$ cat src/rtl/spc_pkg.sv
// Package: register map, field layout and types of the sleep and power control block
package spc_pkg;

  // ==========================================================================
  // Register map (byte addresses)
  // ==========================================================================
  localparam int          ADDR_W            = 8;
  localparam logic [7:0]  OFF_SLEEP_CTRL    = 8'h00;
  localparam logic [7:0]  OFF_CLK_GATE0     = 8'h04;
  localparam logic [7:0]  OFF_IN_DIS0       = 8'h08;
  localparam logic [7:0]  OFF_IN_DIS1       = 8'h0c;
  localparam logic [7:0]  OFF_MCU_CTRL      = 8'h10;
  localparam logic [7:0]  OFF_STATUS        = 8'h14;

  // ==========================================================================
  // Field positions
  // ==========================================================================
  localparam int          SLEEP_ARM_BIT     = 0;
  localparam int          SLEEP_MODE_LSB    = 1;
  localparam int          SLEEP_MODE_MSB    = 3;
  localparam int          GATE_TWO_WIRE_BIT = 7;
  localparam int          GATE_RESERVED_BIT = 6;
  localparam int          DEBUG_DISABLE_BIT = 7;
  localparam int          ST_SLEEPING_BIT   = 0;
  localparam int          ST_MODE_LSB       = 1;
  localparam int          ST_MODE_MSB       = 3;
  localparam int          ST_DEBUG_BIT      = 4;
  localparam int          ST_EXT_CONV_BIT   = 5;
  localparam int          ST_VREF_BIT       = 6;
  localparam int          ST_TWI_CLK_BIT    = 7;

  // ==========================================================================
  // Reset values
  // ==========================================================================
  localparam logic [7:0]  RST_SLEEP_CTRL    = 8'h00;
  localparam logic [7:0]  RST_CLK_GATE0     = 8'h00;
  localparam logic [7:0]  RST_IN_DIS        = 8'h00;
  localparam logic [7:0]  RST_MCU_CTRL      = 8'h00;

  // ==========================================================================
  // Sleep mode codes and fuse codes
  // ==========================================================================
  localparam logic [2:0]  MODE_IDLE         = 3'h0;
  localparam logic [2:0]  MODE_ADC_NR       = 3'h1;
  localparam logic [2:0]  MODE_POWER_DOWN   = 3'h2;
  localparam logic [2:0]  MODE_POWER_SAVE   = 3'h3;
  localparam logic [2:0]  MODE_RSVD_A       = 3'h4;
  localparam logic [2:0]  MODE_RSVD_B       = 3'h5;
  localparam logic [2:0]  MODE_STANDBY      = 3'h6;
  localparam logic [2:0]  MODE_EXT_STANDBY  = 3'h7;
  localparam logic [2:0]  BOD_LEVEL_OFF     = 3'h7;

  // ==========================================================================
  // Bus answers
  // ==========================================================================
  localparam logic [1:0]  RESP_OKAY         = 2'h0;
  localparam logic [1:0]  RESP_SLVERR       = 2'h2;

  // ==========================================================================
  // Types
  // ==========================================================================
  typedef enum logic {
    SPC_RUN,
    SPC_SLEEP
  } spc_state_e;

  // Clock domains and the main oscillator
  typedef struct packed {
    logic cpu;
    logic flash;
    logic io;
    logic adc;
    logic main_osc;
  } spc_clocks_s;

  // Analog helpers and supervisors
  typedef struct packed {
    logic adc_power;
    logic adc_extended;
    logic comparator_power;
    logic vref_enable;
    logic brownout_run;
    logic watchdog_run;
  } spc_analog_s;

  // Configuration fuses
  typedef struct packed {
    logic [2:0] brownout_level_fuses;
    logic       debug_enable_fuse;
    logic       scan_port_enable_fuse;
  } spc_fuses_s;

endpackage : spc_pkg

$ cat src/rtl/spc_pin_gate.sv
// Digital input buffer enables for one group of port pins
`timescale 1ns/100ps
`default_nettype none

module spc_pin_gate #(
  parameter int W = 8
) (
  input  wire logic [W-1:0] input_disable,
  input  wire logic         deep_sleep,
  input  wire logic [W-1:0] wake_needed,
  output logic      [W-1:0] buffer_enable
);

  // Software disable always wins, so analog pins never draw crossover current
  assign buffer_enable = ~input_disable & ({W{~deep_sleep}} | wake_needed);

endmodule : spc_pin_gate

`default_nettype wire

$ cat src/rtl/spc_conv_track.sv
// Tracks converter power cycles to request one extended conversion
`timescale 1ns/100ps
`default_nettype none

module spc_conv_track (
  input  wire logic aclk,
  input  wire logic aresetn,
  input  wire logic adc_enable,
  input  wire logic conv_start,
  output logic      extended_pending
);

  logic was_on_q;
  logic pend_q;
  logic pend_d;
  logic rise;

  assign rise   = adc_enable & ~was_on_q;
  // A re-enable in the same cycle as a start keeps the request
  assign pend_d = rise | (pend_q & ~conv_start);

  always_ff @(posedge aclk) begin
    if (!aresetn) begin
      was_on_q <= 1'b0;
      pend_q   <= 1'b0;
    end else begin
      was_on_q <= adc_enable;
      pend_q   <= pend_d;
    end
  end

  assign extended_pending = pend_q;

endmodule : spc_conv_track

`default_nettype wire

$ cat src/rtl/spc_top.sv
// Sleep and power control: mode register, clock gating and analog keep-alive
`timescale 1ns/100ps
`default_nettype none

// Overview of operation
// - Enabled converter stays powered in every sleep mode
// - Converter re-enable makes next conversion extended
// - Comparator auto-off outside Idle and noise reduction
// - Comparator using reference keeps reference on
// - Reference on only when a user needs it
// - Fuse-enabled brown-out detector runs in sleep
// - Enabled watchdog keeps running in all sleep
// - Deep sleep disables digital input buffers
// - Wake-up input logic stays enabled in sleep
// - Input disable bit turns pin buffer off
// - Debug fuse keeps main clock running in sleep
// - Debug off by either fuse or disable bit
// - Mode field bits 3..1 selects sleep mode
// - Sleep entered only when arm bit set
// - Gate bit 7 stops two-wire interface clock
// - Gate register bit 6 reads zero
// - Gated peripheral frozen, register access blocked
// - Power-down halts every generated clock except the main oscillator while debug is active

module spc_top #(
  parameter int PINS0 = 8,
  parameter int PINS1 = 8
) (
  input  wire logic                   aclk,
  input  wire logic                   aresetn,
  // AXI4-Lite slave
  input  wire logic [spc_pkg::ADDR_W-1:0] s_axi_awaddr,
  input  wire logic                   s_axi_awvalid,
  output logic                        s_axi_awready,
  input  wire logic [31:0]            s_axi_wdata,
  input  wire logic [3:0]             s_axi_wstrb,
  input  wire logic                   s_axi_wvalid,
  output logic                        s_axi_wready,
  output logic [1:0]                  s_axi_bresp,
  output logic                        s_axi_bvalid,
  input  wire logic                   s_axi_bready,
  input  wire logic [spc_pkg::ADDR_W-1:0] s_axi_araddr,
  input  wire logic                   s_axi_arvalid,
  output logic                        s_axi_arready,
  output logic [31:0]                 s_axi_rdata,
  output logic [1:0]                  s_axi_rresp,
  output logic                        s_axi_rvalid,
  input  wire logic                   s_axi_rready,
  // Core and wake-up side
  input  wire logic                   sleep_instr,
  input  wire logic                   wake_event,
  output logic                        sleep_done,
  // Fuses and peripheral status
  input  wire spc_pkg::spc_fuses_s    fuses,
  input  wire logic                   adc_enable,
  input  wire logic                   adc_uses_ref,
  input  wire logic                   adc_conv_start,
  input  wire logic                   comparator_enable,
  input  wire logic                   comparator_uses_ref,
  input  wire logic                   watchdog_enable,
  input  wire logic [PINS0-1:0]       wake_needed0,
  input  wire logic [PINS1-1:0]       wake_needed1,
  // Power controls
  output spc_pkg::spc_clocks_s        clocks,
  output spc_pkg::spc_analog_s        analog,
  output logic [PINS0-1:0]            pin_buffer_en0,
  output logic [PINS1-1:0]            pin_buffer_en1,
  output logic                        two_wire_clock_en,
  output logic                        two_wire_access_block,
  output logic                        debug_active,
  output logic                        sleeping
);

  // ==========================================================================
  // Register state
  // ==========================================================================
  logic [7:0]                  sleep_ctrl_q;
  logic [7:0]                  clk_gate0_q;
  logic [PINS0-1:0]            in_dis0_q;
  logic [PINS1-1:0]            in_dis1_q;
  logic                        dbg_dis_q;
  spc_pkg::spc_state_e         state_q;
  spc_pkg::spc_state_e         state_d;
  logic [2:0]                  mode_q;
  logic [2:0]                  mode_d;
  logic                        done_q;
  logic                        done_d;

  // ==========================================================================
  // AXI4-Lite write path
  // ==========================================================================
  logic                        aw_full_q;
  logic                        w_full_q;
  logic [spc_pkg::ADDR_W-1:0]  waddr_q;
  logic [7:0]                  wbyte_q;
  logic                        wlane0_q;
  logic                        bvalid_q;
  logic [1:0]                  bresp_q;
  logic                        aw_hs;
  logic                        w_hs;
  logic                        wr_fire;
  logic [spc_pkg::ADDR_W-1:0]  waddr_al;
  logic                        wr_sleep;
  logic                        wr_gate;
  logic                        wr_dis0;
  logic                        wr_dis1;
  logic                        wr_mcu;
  logic                        wr_stat;
  logic                        wr_hit;
  logic                        wr_en;

  assign s_axi_awready = ~aw_full_q & ~bvalid_q;
  assign s_axi_wready  = ~w_full_q & ~bvalid_q;
  assign aw_hs         = s_axi_awvalid & s_axi_awready;
  assign w_hs          = s_axi_wvalid & s_axi_wready;
  assign wr_fire       = aw_full_q & w_full_q;
  assign waddr_al      = {waddr_q[spc_pkg::ADDR_W-1:2], 2'b00};

  assign wr_sleep = (waddr_al == spc_pkg::OFF_SLEEP_CTRL);
  assign wr_gate  = (waddr_al == spc_pkg::OFF_CLK_GATE0);
  assign wr_dis0  = (waddr_al == spc_pkg::OFF_IN_DIS0);
  assign wr_dis1  = (waddr_al == spc_pkg::OFF_IN_DIS1);
  assign wr_mcu   = (waddr_al == spc_pkg::OFF_MCU_CTRL);
  assign wr_stat  = (waddr_al == spc_pkg::OFF_STATUS);
  assign wr_hit   = wr_sleep | wr_gate | wr_dis0 | wr_dis1 | wr_mcu | wr_stat;
  // Only byte lane 0 carries register data; other lanes are ignored
  assign wr_en    = wr_fire & wlane0_q;

  always_ff @(posedge aclk) begin
    if (!aresetn) begin
      aw_full_q <= 1'b0;
      w_full_q  <= 1'b0;
      waddr_q   <= '0;
      wbyte_q   <= 8'h00;
      wlane0_q  <= 1'b0;
      bvalid_q  <= 1'b0;
      bresp_q   <= spc_pkg::RESP_OKAY;
    end else begin
      if (aw_hs) begin
        aw_full_q <= 1'b1;
        waddr_q   <= s_axi_awaddr;
      end
      if (w_hs) begin
        w_full_q <= 1'b1;
        wbyte_q  <= s_axi_wdata[7:0];
        wlane0_q <= s_axi_wstrb[0];
      end
      if (wr_fire) begin
        aw_full_q <= 1'b0;
        w_full_q  <= 1'b0;
        bvalid_q  <= 1'b1;
        bresp_q   <= wr_hit ? spc_pkg::RESP_OKAY : spc_pkg::RESP_SLVERR;
      end else if (s_axi_bready) begin
        bvalid_q <= 1'b0;
      end
    end
  end

  assign s_axi_bvalid = bvalid_q;
  assign s_axi_bresp  = bresp_q;

  // ==========================================================================
  // Control registers
  // ==========================================================================
  always_ff @(posedge aclk) begin
    if (!aresetn) begin
      sleep_ctrl_q <= spc_pkg::RST_SLEEP_CTRL;
      clk_gate0_q  <= spc_pkg::RST_CLK_GATE0;
      in_dis0_q    <= spc_pkg::RST_IN_DIS[PINS0-1:0];
      in_dis1_q    <= spc_pkg::RST_IN_DIS[PINS1-1:0];
      dbg_dis_q    <= spc_pkg::RST_MCU_CTRL[spc_pkg::DEBUG_DISABLE_BIT];
    end else if (wr_en) begin
      // Upper bits of the mode register are unimplemented and stay zero
      if (wr_sleep) begin
        sleep_ctrl_q <= {4'h0, wbyte_q[spc_pkg::SLEEP_MODE_MSB:spc_pkg::SLEEP_ARM_BIT]};
      end
      // Only the two-wire gate is held; the reserved bit never stores
      if (wr_gate) begin
        clk_gate0_q <= {wbyte_q[spc_pkg::GATE_TWO_WIRE_BIT], 7'h00};
      end
      if (wr_dis0) begin
        in_dis0_q <= wbyte_q[PINS0-1:0];
      end
      if (wr_dis1) begin
        in_dis1_q <= wbyte_q[PINS1-1:0];
      end
      if (wr_mcu) begin
        dbg_dis_q <= wbyte_q[spc_pkg::DEBUG_DISABLE_BIT];
      end
    end
  end

  // ==========================================================================
  // Sleep sequencer
  // ==========================================================================
  logic [2:0] sel_mode;
  logic       sel_arm;
  logic       sel_reserved;
  logic       enter_ok;

  assign sel_mode     = sleep_ctrl_q[spc_pkg::SLEEP_MODE_MSB:spc_pkg::SLEEP_MODE_LSB];
  assign sel_arm      = sleep_ctrl_q[spc_pkg::SLEEP_ARM_BIT];
  assign sel_reserved = (sel_mode == spc_pkg::MODE_RSVD_A) | (sel_mode == spc_pkg::MODE_RSVD_B);
  // Reserved codes are treated like an unarmed request: safer than guessing a mode
  assign enter_ok     = sleep_instr & sel_arm & ~sel_reserved;

  always_comb begin
    state_d = state_q;
    mode_d  = mode_q;
    done_d  = 1'b0;
    case (state_q)
      spc_pkg::SPC_RUN: begin
        if (enter_ok) begin
          state_d = spc_pkg::SPC_SLEEP;
          mode_d  = sel_mode;
        end else if (sleep_instr) begin
          done_d = 1'b1;
        end
      end
      spc_pkg::SPC_SLEEP: begin
        if (wake_event) begin
          state_d = spc_pkg::SPC_RUN;
          done_d  = 1'b1;
        end
      end
      default: begin
        state_d = spc_pkg::SPC_RUN;
      end
    endcase
  end

  always_ff @(posedge aclk) begin
    if (!aresetn) begin
      state_q <= spc_pkg::SPC_RUN;
      mode_q  <= spc_pkg::MODE_IDLE;
      done_q  <= 1'b0;
    end else begin
      state_q <= state_d;
      mode_q  <= mode_d;
      done_q  <= done_d;
    end
  end

  assign sleeping   = (state_q == spc_pkg::SPC_SLEEP);
  assign sleep_done = done_q;

  // ==========================================================================
  // Clock domains per mode
  // ==========================================================================
  logic m_idle;
  logic m_adcnr;
  logic m_standby;
  logic io_run;
  logic adc_run;
  logic deep_sleep;

  assign m_idle    = sleeping & (mode_q == spc_pkg::MODE_IDLE);
  assign m_adcnr   = sleeping & (mode_q == spc_pkg::MODE_ADC_NR);
  assign m_standby = sleeping & ((mode_q == spc_pkg::MODE_STANDBY) |
                                 (mode_q == spc_pkg::MODE_EXT_STANDBY));
  // Power-down and power-save fall through every term below and halt all but a debug-held main oscillator
  assign io_run     = ~sleeping | m_idle;
  assign adc_run    = ~sleeping | m_idle | m_adcnr;
  assign deep_sleep = sleeping & ~io_run & ~adc_run;

  assign debug_active = fuses.debug_enable_fuse & fuses.scan_port_enable_fuse & ~dbg_dis_q;

  assign clocks.cpu      = ~sleeping;
  assign clocks.flash    = ~sleeping;
  assign clocks.io       = io_run;
  assign clocks.adc      = adc_run;
  // Debug keeps the oscillator up even in power-down, at a real current cost
  assign clocks.main_osc = adc_run | m_standby | (sleeping & debug_active);

  // ==========================================================================
  // Analog helpers
  // ==========================================================================
  logic comp_on;
  logic bod_on;
  logic ext_pend;

  spc_conv_track u_conv_track (
    .aclk             (aclk),
    .aresetn          (aresetn),
    .adc_enable       (adc_enable),
    .conv_start       (adc_conv_start),
    .extended_pending (ext_pend)
  );

  assign comp_on = comparator_enable & (~sleeping | m_idle | m_adcnr);
  assign bod_on  = (fuses.brownout_level_fuses != spc_pkg::BOD_LEVEL_OFF);

  // Converter power ignores sleep state entirely
  assign analog.adc_power        = adc_enable;
  assign analog.adc_extended     = ext_pend;
  assign analog.comparator_power = comp_on;
  // Reference follows the software enable of the comparator, not its sleep cut
  assign analog.vref_enable      = bod_on | (comparator_enable & comparator_uses_ref) |
                                   (adc_enable & adc_uses_ref);
  assign analog.brownout_run     = bod_on;
  assign analog.watchdog_run     = watchdog_enable;

  // ==========================================================================
  // Port pin input buffers
  // ==========================================================================
  spc_pin_gate #(
    .W (PINS0)
  ) u_pin_gate0 (
    .input_disable (in_dis0_q),
    .deep_sleep    (deep_sleep),
    .wake_needed   (wake_needed0),
    .buffer_enable (pin_buffer_en0)
  );

  spc_pin_gate #(
    .W (PINS1)
  ) u_pin_gate1 (
    .input_disable (in_dis1_q),
    .deep_sleep    (deep_sleep),
    .wake_needed   (wake_needed1),
    .buffer_enable (pin_buffer_en1)
  );

  // ==========================================================================
  // Two-wire interface gating
  // ==========================================================================
  logic twi_gated;

  assign twi_gated             = clk_gate0_q[spc_pkg::GATE_TWO_WIRE_BIT];
  // No reset to the peripheral on ungating: it resumes exactly where it froze
  assign two_wire_clock_en     = ~twi_gated & io_run;
  assign two_wire_access_block = twi_gated;

  // ==========================================================================
  // AXI4-Lite read path
  // ==========================================================================
  logic                        rvalid_q;
  logic [31:0]                 rdata_q;
  logic [1:0]                  rresp_q;
  logic                        ar_hs;
  logic [spc_pkg::ADDR_W-1:0]  raddr_al;
  logic [7:0]                  status_byte;
  logic [7:0]                  rd_byte;
  logic                        rd_hit;

  assign s_axi_arready = ~rvalid_q;
  assign ar_hs         = s_axi_arvalid & s_axi_arready;
  assign raddr_al      = {s_axi_araddr[spc_pkg::ADDR_W-1:2], 2'b00};

  assign status_byte = {two_wire_clock_en, analog.vref_enable, ext_pend, debug_active,
                        mode_q, sleeping};

  assign rd_hit  = (raddr_al == spc_pkg::OFF_SLEEP_CTRL) | (raddr_al == spc_pkg::OFF_CLK_GATE0) |
                   (raddr_al == spc_pkg::OFF_IN_DIS0) | (raddr_al == spc_pkg::OFF_IN_DIS1) |
                   (raddr_al == spc_pkg::OFF_MCU_CTRL) | (raddr_al == spc_pkg::OFF_STATUS);
  assign rd_byte = (raddr_al == spc_pkg::OFF_SLEEP_CTRL) ? sleep_ctrl_q :
                   (raddr_al == spc_pkg::OFF_CLK_GATE0)  ? clk_gate0_q :
                   (raddr_al == spc_pkg::OFF_IN_DIS0)    ? 8'(in_dis0_q) :
                   (raddr_al == spc_pkg::OFF_IN_DIS1)    ? 8'(in_dis1_q) :
                   (raddr_al == spc_pkg::OFF_MCU_CTRL)   ? {dbg_dis_q, 7'h00} :
                   (raddr_al == spc_pkg::OFF_STATUS)     ? status_byte : 8'h00;

  always_ff @(posedge aclk) begin
    if (!aresetn) begin
      rvalid_q <= 1'b0;
      rdata_q  <= 32'h0000_0000;
      rresp_q  <= spc_pkg::RESP_OKAY;
    end else if (ar_hs) begin
      rvalid_q <= 1'b1;
      rdata_q  <= {24'h00_0000, rd_byte};
      rresp_q  <= rd_hit ? spc_pkg::RESP_OKAY : spc_pkg::RESP_SLVERR;
    end else if (s_axi_rready) begin
      rvalid_q <= 1'b0;
    end
  end

  assign s_axi_rvalid = rvalid_q;
  assign s_axi_rdata  = rdata_q;
  assign s_axi_rresp  = rresp_q;

endmodule : spc_top

`default_nettype wire

$ cat config.mk
export PLATFORM = sky130hd
export DESIGN_NAME = spc_top
export DESIGN_NICKNAME = d
export VERILOG_FILES = /design/src/rtl/spc_pkg.sv /design/src/rtl/spc_pin_gate.sv /design/src/rtl/spc_conv_track.sv /design/src/rtl/spc_top.sv
export SDC_FILE = /design/constraint.sdc
export NUM_CORES = 1
export LEC_CHECK = 0
export BUFFER_PORTS_ARGS = -buffer_cell sky130_fd_sc_hd__buf_2
export CAP_MARGIN = 20
export CORE_MARGIN = 2
export CORE_UTILIZATION = 30
export DETAILED_ROUTE_END_ITERATION = 10
export MAX_ROUTING_LAYER = met4
export SYNTH_ARGS = -nofsm -noshare
export SYNTH_HDL_FRONTEND = slang
export SYNTH_SLANG_ARGS = --single-unit
$ cat constraint.sdc
create_clock -name aclk -period 1.46 [get_ports aclk]
set_input_delay 0.146 -clock aclk [delete_from_list [all_inputs] [get_ports aclk]]
set_output_delay 0.146 -clock aclk [all_outputs]
set_load 0.01 [all_outputs]
# --- After elaboration in Yosys (flattened, before gate mapping) ---
# Cells that the tools add are included.
classes:
  reduce_logical: 12
  mux: 19
  bitwise: 62
  eq_ne: 16
ops:
  columns: ["operator", "n"]
  rows:
  - ["$mux W8", 6]
  - ["$eq A6 B2 Y1 const B", 4]
  - ["$eq A6 B3 Y1 const B", 4]
  - ["$and A1 B1 Y1", 23]
  - ["$or A1 B1 Y1", 19]
  - ["$and A8 B8 Y8", 2]
  - ["$logic_not A8 Y1", 2]
  - ["$not A8 Y8", 2]
  - ["$or A8 B8 Y8", 2]
  - ["$not A1 Y1", 14]
  - ["$eq A3 B3 Y1 const B", 4]
  - ["$eq A6 B1 Y1 const B", 2]
  - ["$reduce_and A2 Y1", 6]
  - ["$mux W1", 9]
  - ["$mux W2", 2]
  - ["$pmux W1 S2", 2]
  - ["$reduce_bool A2 Y1", 2]
  - ["$eq A3 B1 Y1 const B", 1]
  - ["$logic_not A3 Y1", 1]
  - ["$ne A3 B3 Y1 const B", 1]
  - ["$reduce_or A2 Y1", 1]
totals:
  word_cells: 129
  regBits: 62
  out_inout_bits: 73
  in_bits: 88

# --- Depth between registers and ports, before layout ---
# Gate-level depths: netlist of run 1.
depth:
  word_depth: 10
  ltp_mapped: 5

# --- Cells and area by module ---
# Synthesis of run 1 repeated with hierarchy kept, for this count alone.
hier_totals:
  hier_cells: 375
  area_unflattened_um2: 3140.5
by_module_without_submodules:
  columns: ["module", "area_per_inst_um2", "n_inst", "seq_area_each_um2", "cells_each"]
  rows:
  - ["spc_top", 2900.3, 1, 1121.1, 335]
  - ["spc_pin_gate", 85.1, 2, 0.0, 17]
  - ["spc_conv_track", 70.1, 1, 40.0, 6]

# --- Least setup slack after synthesis of run 1 ---
# No wires, ideal clock.
synth_timing:
  kind: "register to register"
  startpoint: "register waddr_q[5] in the netlist's numbering"
  endpoint: "register in_dis0_q[0]"
  period_less_slack_ns: 1.336
  setup_ns: 0.072
  t_required_ns: 1.388
  stages_incl_launch_ff: 6
  t_arrival_ns: 1.265
  slack_ns: 0.124
  path_cell_list: "dfxtp_1 -> nor3_4 -> nand4b_4 -> nor3b_2 -> buf_6 -> mux2i_1"
synth_via:
  elab_chain_len: 2
synth_lines:
  columns: ["item", "line_no", "rtl"]
  rows:
  - ["from (decl)", "spc_top.sv:94", "logic [spc_pkg::ADDR_W-1:0] waddr_q;"]
  - ["from (signal assigned)", "spc_top.sv:141", "waddr_q <= s_axi_awaddr;"]
  - ["$eq A6 B2 Y1", "spc_top.sv:121", "assign wr_dis0 = (waddr_al == spc_pkg::OFF_IN_DIS0);"]
  - ["$reduce_and A2 Y1 (no source line)", null, null]
  - ["to (signal assigned)", "spc_top.sv:169", "in_dis0_q <= spc_pkg::RST_IN_DIS[PINS0-1:0];"]
  - ["to (signal assigned)", "spc_top.sv:182", "in_dis0_q <= wbyte_q[PINS0-1:0];"]
  - ["to (decl)", "spc_top.sv:79", "logic [PINS0-1:0] in_dis0_q;"]
# No other way between the ends.
# A chain may end at the register's enable or synchronous reset.

# --- Worst setup path in the final report of run 1 ---
layout_timing:
  startpoint: "register mode_q[1]"
  endpoint: "output pin_buffer_en1[3]"
layout_via:
  elab_chain_len: 9
  elab_cells_between_ends: 13
  cone_classes: "1 x eq/ne; 11 x bitwise; 1 x reduce/logical"
layout_lines:
  columns: ["item", "line_no", "rtl"]
  rows:
  - ["from (decl)", "spc_top.sv:84", "logic [2:0] mode_q;"]
  - ["from (signal assigned)", "spc_top.sv:235", "mode_q <= spc_pkg::MODE_IDLE;"]
  - ["from (signal assigned)", "spc_top.sv:239", "mode_q <= mode_d;"]
  - ["$logic_not A3 Y1", "spc_top.sv:257", "assign m_idle = sleeping & (mode_q == spc_pkg::MODE_IDLE);"]
  - ["$and A1 B1 Y1", "spc_top.sv:257", null]
  - ["$or A1 B1 Y1", "spc_top.sv:262, spc_top.sv:263", null]
  - ["$not A1 Y1 or $or A1 B1 Y1 (tied branches)", "spc_top.sv:264, spc_top.sv:263", null]
  - ["$and A1 B1 Y1 or $not A1 Y1 (tied branches)", "spc_top.sv:264", "assign deep_sleep = sleeping & ~io_run & ~adc_run;"]
  - ["$and A1 B1 Y1 (*)", "spc_top.sv:264", null]
  - ["$not A1 Y1 (*)", "spc_pin_gate.sv:15", "assign buffer_enable = ~input_disable & ({W{~deep_sleep}} | wake_needed);"]
  - ["$or A8 B8 Y8 (*)", "spc_pin_gate.sv:15", null]
  - ["$and A8 B8 Y8 (*)", "spc_pin_gate.sv:15", null]
  - ["to (decl)", "spc_top.sv:67", "output logic [PINS1-1:0] pin_buffer_en1,"]
# Mark *: on every way between the ends. The rest lies on a longest branch, timed or not.

==> results.py, run 1 <==
metrics = {
    "detailed_routing": {
        "detail_route.first_pass.iterations": 4,
        "wire_per_inst_microns": 12.4,
        "totalWireLength_microns": 7250,
        "via_per_inst": 4.41,
        "vias": 2573,
        "remaining_drc_errors": 0,
        "drtAntennaViolNets": 0,
        "first_iter_violations": 126,
    },
    "place": {
        "port_buffers": 101,
        "place_congestion": 0.794,
        "dp_hpwl_microns": 5490,
    },
    "global_routing": {
        "grtUsageMet2_pct": 20.4,
        "top_usage_layer": "met2",
        "met3_usage_pct": 2.38,
        "grt_max_degree": 44,
        "grt_pass1_wl_microns": 11600,
        "grt_pass1_vias": 2320,
        "use_met1_pct": 18.3,
        "overflow": 0,
        "antenna_found_initial": 0,
        "grt_use_total_pct": 13.7,
    },
    "timing": {
        "fmax_mhz": 679,
        "final.min_clock_period_ns": 1.47,
        "setup_violations": 8,
        "min_period_over_period_pct": 101,
        "setup_slack_ns": -0.0127,
        "final.setup_skew_ns": 0.0113,
        "hold_violations": 0,
        "maxSlewViolCount": 0,
        "rsz0062_at_grt": "true",
    },
    "power_and_ir_drop": {
        "p_comb_share_pct": 11.3,
        "ir_worst_vdd_uv": 398,
        "swShare_pct": 24.4,
        "switchingPower_w": 0.000909,
        "p_seq_share_pct": 45.0,
        "power_frac_clock_pct": 43.6,
        "p_per_area_nw_per_um2": 976,
        "p_leak_nw": 1.59,
        "fin_total_pwr_w": 0.00373,
        "p_int_w": 0.00282,
    },
    "setup_path": {
        "reg2reg_setup_slack_ns": 0.06,
        "critPathMostFrequentCell": "nor2_1",
        "startpoint": "mode_q[1]",
        "cpPeakStageDelay_ns": 0.37,
        "crit_type": "register to primary output",
        "crit_required_ns": 1.31,
        "critPathCaptureType": "primary output",
        "worstReg2RegStart": "waddr_q[7]",
        "startpoint_type": "register",
        "path_cells": "o21ai_4 > buf_6 > nor2_1 > nor2_1 > buf_2",
        "path_max_fanout": 6,
        "worst_path_max_delay_cell": "dfxtp_4",
        "cp.arrival_ns": 1.33,
    },
    "clock_tree": {
        "root_buffer": "clkbuf_8",
        "cts_made_buffers": 9,
        "path_clk_slew_ns": 0.06,
        "cts_tree": "built",
        "cts.sinks": 58,
        "clock_latency_ns": 0.33,
        "cts_htree_levels": 3,
        "cts_hold_buf": 0,
        "cts_buffer_depth": 2,
    },
    "flow_run": {
        "maxCapViolations": 0,
    },
    "synth": {
        "avgSynthCellArea_sq_um": 8.62,
        "synth_top_area_share_pct": 38.8,
        "synth.distinct_cells": 47,
        "synthCells": 347,
        "synthTopCellsByArea": "dfxtp_1 39%, mux2i_1 12%, buf_4 8.5%, nand2_1 7.3%, nor2_1 4.5%",
        "seq_area_frac_synth_pct": 38.8,
        "synth_edf_count": 0,
        "synthArstFlopShare_pct": 0,
        "synth_top_area_cell": "dfxtp_1",
        "syn_area_sq_um": 2990,
        "synthFlopType": "dfxtp_1",
        "ys_ff_latch": 58,
        "ys_warn_count": 0,
    },
    "finish": {
        "multiInputGateArea_sq_um": 1600,
        "fin_nets": 535,
        "fillers": 1033,
        "drive_gt1_share_pct": 33.7,
        "post-route-util_pct": 39.3,
        "num_antenna_cells": 0,
        "final_cell_mix": "100 x buf_2, 58 x nand2_1, 53 x dfxtp_1, 37 x mux2i_1, 34 x nor2_1",
        "final_common_cell": "buf_2",
        "synthToLayoutAreaGrowth_pct": 27.8,
        "seqCellArea_sq_um": 1180,
    },
    "min_path": {
        "hold_class": "input pin to register",
        "min_from": "s_axi_arvalid",
    },
    "die": {
        "rows": 36,
        "start_util_pct": 30.8,
        "die_x_microns": 104,
        "fp.dieH_microns": 104,
        "coreArea_sq_um": 9730,
        "dieArea_sq_um": 10800,
        "ios": 161,
    },
    "outcome": {
        "failed_checks": "negative setup slack",
        "status": "complete, but fails checks",
    },
}
-- cell families (layout without fill, tap and decap cells) --
family	count (synthesis)	after routing	synth area share, %
flops	58	58	38.8
simple gates	143	143	24.5
xor+xnor	1	1	0.293
compound gates	50	50	11.7
mux	38	38	12.8
other cells	1	26	0.125
buf+inv	56	135	11.9
-- cells in the mapped netlist, types with 2 or more instances --
| library cell | number |
|---|---|
| a2bb2oi_1 | 6 |
| nand2b_1 | 2 |
| buf_2 | 5 |
| o22ai_1 | 2 |
| mux2i_1 | 37 |
| clkbuf_1 | 9 |
| and2_1 | 7 |
| nor2_1 | 36 |
| a21oi_1 | 6 |
| nor3_4 | 2 |
| nor2b_1 | 14 |
| buf_4 | 34 |
| clkbuf_2 | 3 |
| o21ai_0 | 9 |
| inv_1 | 4 |
| dfxtp_1 | 58 |
| a31oi_1 | 5 |
| a21boi_0 | 13 |
| nand3_1 | 9 |
| nand2_1 | 58 |
| nor3b_1 | 2 |
-- worst paths after layout --
kind / cells past startpoint / end
hold / removal: 2 / s_axi_rvalid
setup reg to reg: 5 / sleep_ctrl_q[1]
setup / recovery: 5 / pin_buffer_en1[3]
hold reg to reg: 2 / wbyte_q[1]
-- repair_timing --
| action | CTS | global route |
|---|---|---|
| buffers inserted | 2 | 0 |
| gates cloned | 1 | 0 |
| resized for setup | 13 | 9 |
| endpoints found under the setup margin | 21 | 27 |
| pin swaps | 4 | 0 |
-- critical path: cells and delay by family, from the launching register on --
family          cells  cell delay (ns)
buf+inv             2             0.29
flops               1             0.37
compound gates      1             0.22
simple gates        2             0.11
-- power by group through the flow --
stage	clock network (W)	logic [W]	registers [W]
3_5_place_dp	0	0.000423	0.00172
4_1_cts	0.00167	0.000424	0.00168
5_1_grt	0.00174	0.000472	0.00169
6_report	0.00163	0.000424	0.00168
3_3_place_gp	0	0.000416	0.00172
2_1_floorplan	0	0.000295	0.00173
-- metal layers --
metal	part of all wire [%]	up-vias
met1	48	1156
met2	45	97
met4	1.5	0
met5	0	-
met3	5.9	7
li1	-	1313
-- area by class of cell --
class                           count  share of cell area (%)
Sequential cell                    58                    30.8
Clock buffer                       10                    3.60
Tap cell                          133                    4.35
Multi-Input combinational cell    258                    41.7
Timing Repair Buffer              116                    17.1
Inverter                            4                   0.392
Clock inverter                      5                    2.06
-- sequential cells by signal, summed over array words and instances (netlist names), 3 cells and up --
name	flops
waddr_q	6
in_dis1_q	8
s_axi_rdata	8
mode_q	3
wbyte_q	8
in_dis0_q	8
sleep_ctrl_q	4
-- through the flow --
step	setup TNS, ns	instance area, sq um	hold slack [ns]	std cells	setup WS, ns
2_1_floorplan	0	3090	0.268	372	0.124
3_3_place_gp	0	3520	0.292	566	0.0635
3_5_place_dp	0	3520	0.292	566	0.0313
4_1_cts	-0.696	3790	0.0370	584	-0.0503
5_1_grt	-1.50	3830	0.0509	584	-0.122
6_report	-0.0495	3830	0.0540	584	-0.0127
No activity file was read; power rests on OpenSTA's default activity.
==> inputs of run 2 (changes only) <==
--- a/config.mk
+++ b/config.mk
@@ -5,12 +5,13 @@
 export SDC_FILE = /design/constraint.sdc
 export NUM_CORES = 1
 export LEC_CHECK = 0
-export BUFFER_PORTS_ARGS = -buffer_cell sky130_fd_sc_hd__buf_2
 export CAP_MARGIN = 20
 export CORE_MARGIN = 2
 export CORE_UTILIZATION = 30
 export DETAILED_ROUTE_END_ITERATION = 10
+export DONT_BUFFER_PORTS = 1
 export MAX_ROUTING_LAYER = met4
+export PLACE_DENSITY = 0.46
 export SYNTH_ARGS = -nofsm -noshare
 export SYNTH_HDL_FRONTEND = slang
 export SYNTH_SLANG_ARGS = --single-unit
==> results.py, run 2 (synthesized netlist as in run 1, its figures left out) <==
metrics = {
    "finish": {
        "num_antenna_cells": 0,
        "seqCellArea_sq_um": 1170,
        "fin_area_sq_um": 3660,
        "multiInputGateArea_sq_um": 1640,
        "synthToLayoutAreaGrowth_pct": 22.2,
        "final_common_cell": "nand2_1",
        "final_cell_mix": "58 x nand2_1, 53 x dfxtp_1, 37 x mux2i_1, 26 x conb_1, 25 x dlygate4sd3_1",
        "drive_gt1_share_pct": 19.7,
        "fin_nets": 465,
        "final_cells": 514,
        "fillers": 1024,
    },
    "setup_path": {
        "critPathCaptureType": "primary output",
        "r2r_cells": 5,
        "worstReg2RegStart": "waddr_q[5]",
        "crit_type": "register to primary output",
        "timing.rr.end": "sleep_ctrl_q[1]",
        "cp_num_buf_inv": 1,
        "reg2reg_setup_slack_ns": 0.05,
        "worst_path_max_delay_cell": "dfxtp_4",
        "startpoint_type": "register",
        "path_max_fanout": 9,
        "cpPeakStageDelay_ns": 0.38,
        "cp.arrival_ns": 1.31,
        "path_cells": "o21ai_4 > buf_6 > nor2_1 > nor2_2",
        "crit_required_ns": 1.31,
        "cp_top_family": "flip-flops",
    },
    "min_path": {
        "min_from": "aresetn",
        "min_to": "in_dis1_q[2]",
        "hold_class": "input pin to register",
        "hold_path_depth": 2,
    },
    "global_routing": {
        "grt_use_total_pct": 14.8,
        "grt_pass1_vias": 2264,
        "overflow": 0,
        "grt_pass1_wl_microns": 12300,
        "grt_max_degree": 60,
        "antenna_found_initial": 0,
    },
    "timing": {
        "setup_violations": 0,
        "final.min_clock_period_ns": 1.46,
        "final.setup_skew_ns": 0.00901,
        "maxSlewViolCount": 0,
        "hold_violations": 0,
        "whs_ns": 0.0209,
        "min_period_over_period_pct": 99.9,
        "rsz0062_at_grt": "true",
        "fmax_mhz": 686,
        "fin_setup_tns_ns": 0,
        "setup_slack_ns": 0.00125,
    },
    "clock_tree": {
        "cts_buffer_depth": 2,
        "cts_htree_levels": 3,
        "path_clk_slew_ns": 0.07,
        "cts_made_buffers": 9,
        "root_buffer": "clkbuf_8",
        "cts_tree": "built",
        "cts.sinks": 58,
        "clock_latency_ns": 0.34,
    },
    "die": {
        "coreArea_sq_um": 9730,
        "rows": 36,
        "fp.dieH_microns": 104,
        "dieArea_sq_um": 10800,
        "ios": 161,
        "die_x_microns": 104,
        "start_util_pct": 30.8,
    },
    "detailed_routing": {
        "drtAntennaViolNets": 0,
        "vias": 2377,
        "totalWireLength_microns": 7770,
        "wire_per_inst_microns": 15.1,
        "detail_route.first_pass.iterations": 4,
        "via_per_inst": 4.62,
        "remaining_drc_errors": 0,
        "first_iter_violations": 90,
    },
    "power_and_ir_drop": {
        "p_leak_nw": 1.38,
        "p_per_area_nw_per_um2": 1000,
        "ir_worst_vdd_uv": 367,
    },
    "place": {
        "place_area_sq_um": 3050,
        "place_congestion": 0.786,
        "dp_cells": 471,
        "port_buffers": 0,
        "pre_cts_slack_ns": 0.00381,
        "dp_hpwl_microns": 5170,
    },
    "outcome": {
        "status": "complete, no violations",
    },
    "flow_run": {
        "maxCapViolations": 0,
    },
}
## run 2: cell count changes in the layout (fill, tap and decap cells not counted), moves of 6 or more
cell	change
buf_2	-100
dlygate4sd3_1	+25
nor2_1	-15
nor2_2	+15
buf_4	+6
## run 2: what timing repair did
action,4_1_cts,5_1_grt
pin swaps,0,2
gates resized for setup,26,12
gates cloned,0,1
setup buffers,0,1
hold buffers,26,0
endpoints found under the setup margin,22,34
endpoints found under the hold margin,58,0
## run 2: worst max-delay path by stage
stage / startpoint / end / slack [ns] / depth (start not counted)
after floorplan: waddr_q[5] / in_dis0_q[0] / 0.12 / 5
after global placement: waddr_q[5] / in_dis0_q[5] / 0.04 / 5
after detailed placement: waddr_q[5] / in_dis0_q[5] / 0.004 / 5
after CTS: mode_q[1] / pin_buffer_en0[0] / 0.006 / 4
after global routing: mode_q[2] / pin_buffer_en1[3] / -0.06 / 4
final: mode_q[2] / pin_buffer_en1[3] / 0.001 / 4
## run 2: routing by layer
layer / global-route usage, % / wire length [microns] / up-vias
met4: 5.79 / 113 / 0
met1: 19.6 / 3730 / 1108
met5: - / 0 / -
li1: - / - / 1172
met2: 21.4 / 3440 / 87
met3: 3.88 / 495 / 10
## run 2: cell type report
type                    count  area share [%]
repair buffers             46            12.4
inverters                   4           0.410
clock buffers               9            3.39
clock inverters             6            2.26
multi-input cells         258            44.9
well taps                 133            4.55
flip-flops and latches     58            32.0
## run 2: report_power, final
part	switching, W	internal (W)	total, W
Clock	0.000667	0.000942	0.00161
Sequential	0.0000575	0.00164	0.00170
Combinational	0.000182	0.000172	0.000354
Total	0.000906	0.00275	0.00366
## run 2: stage by stage
| step | total power [W] | utilization [%] |
|---|---|---|
| floorplan | 0.00202 | - |
| global placement | 0.00200 | 31.3 |
| detailed placement | 0.00201 | 31.3 |
| CTS | 0.00371 | 37.0 |
| global route | 0.00382 | 37.6 |
| finish | 0.00366 | 37.6 |
## run 2: worst register-to-register path: stages (launching register included)
cell      delay [ns]
dfxtp_2         0.33
nor3_4          0.23
nand4b_4        0.16
buf_6           0.15
nor3_4          0.24
mux2i_1         0.22
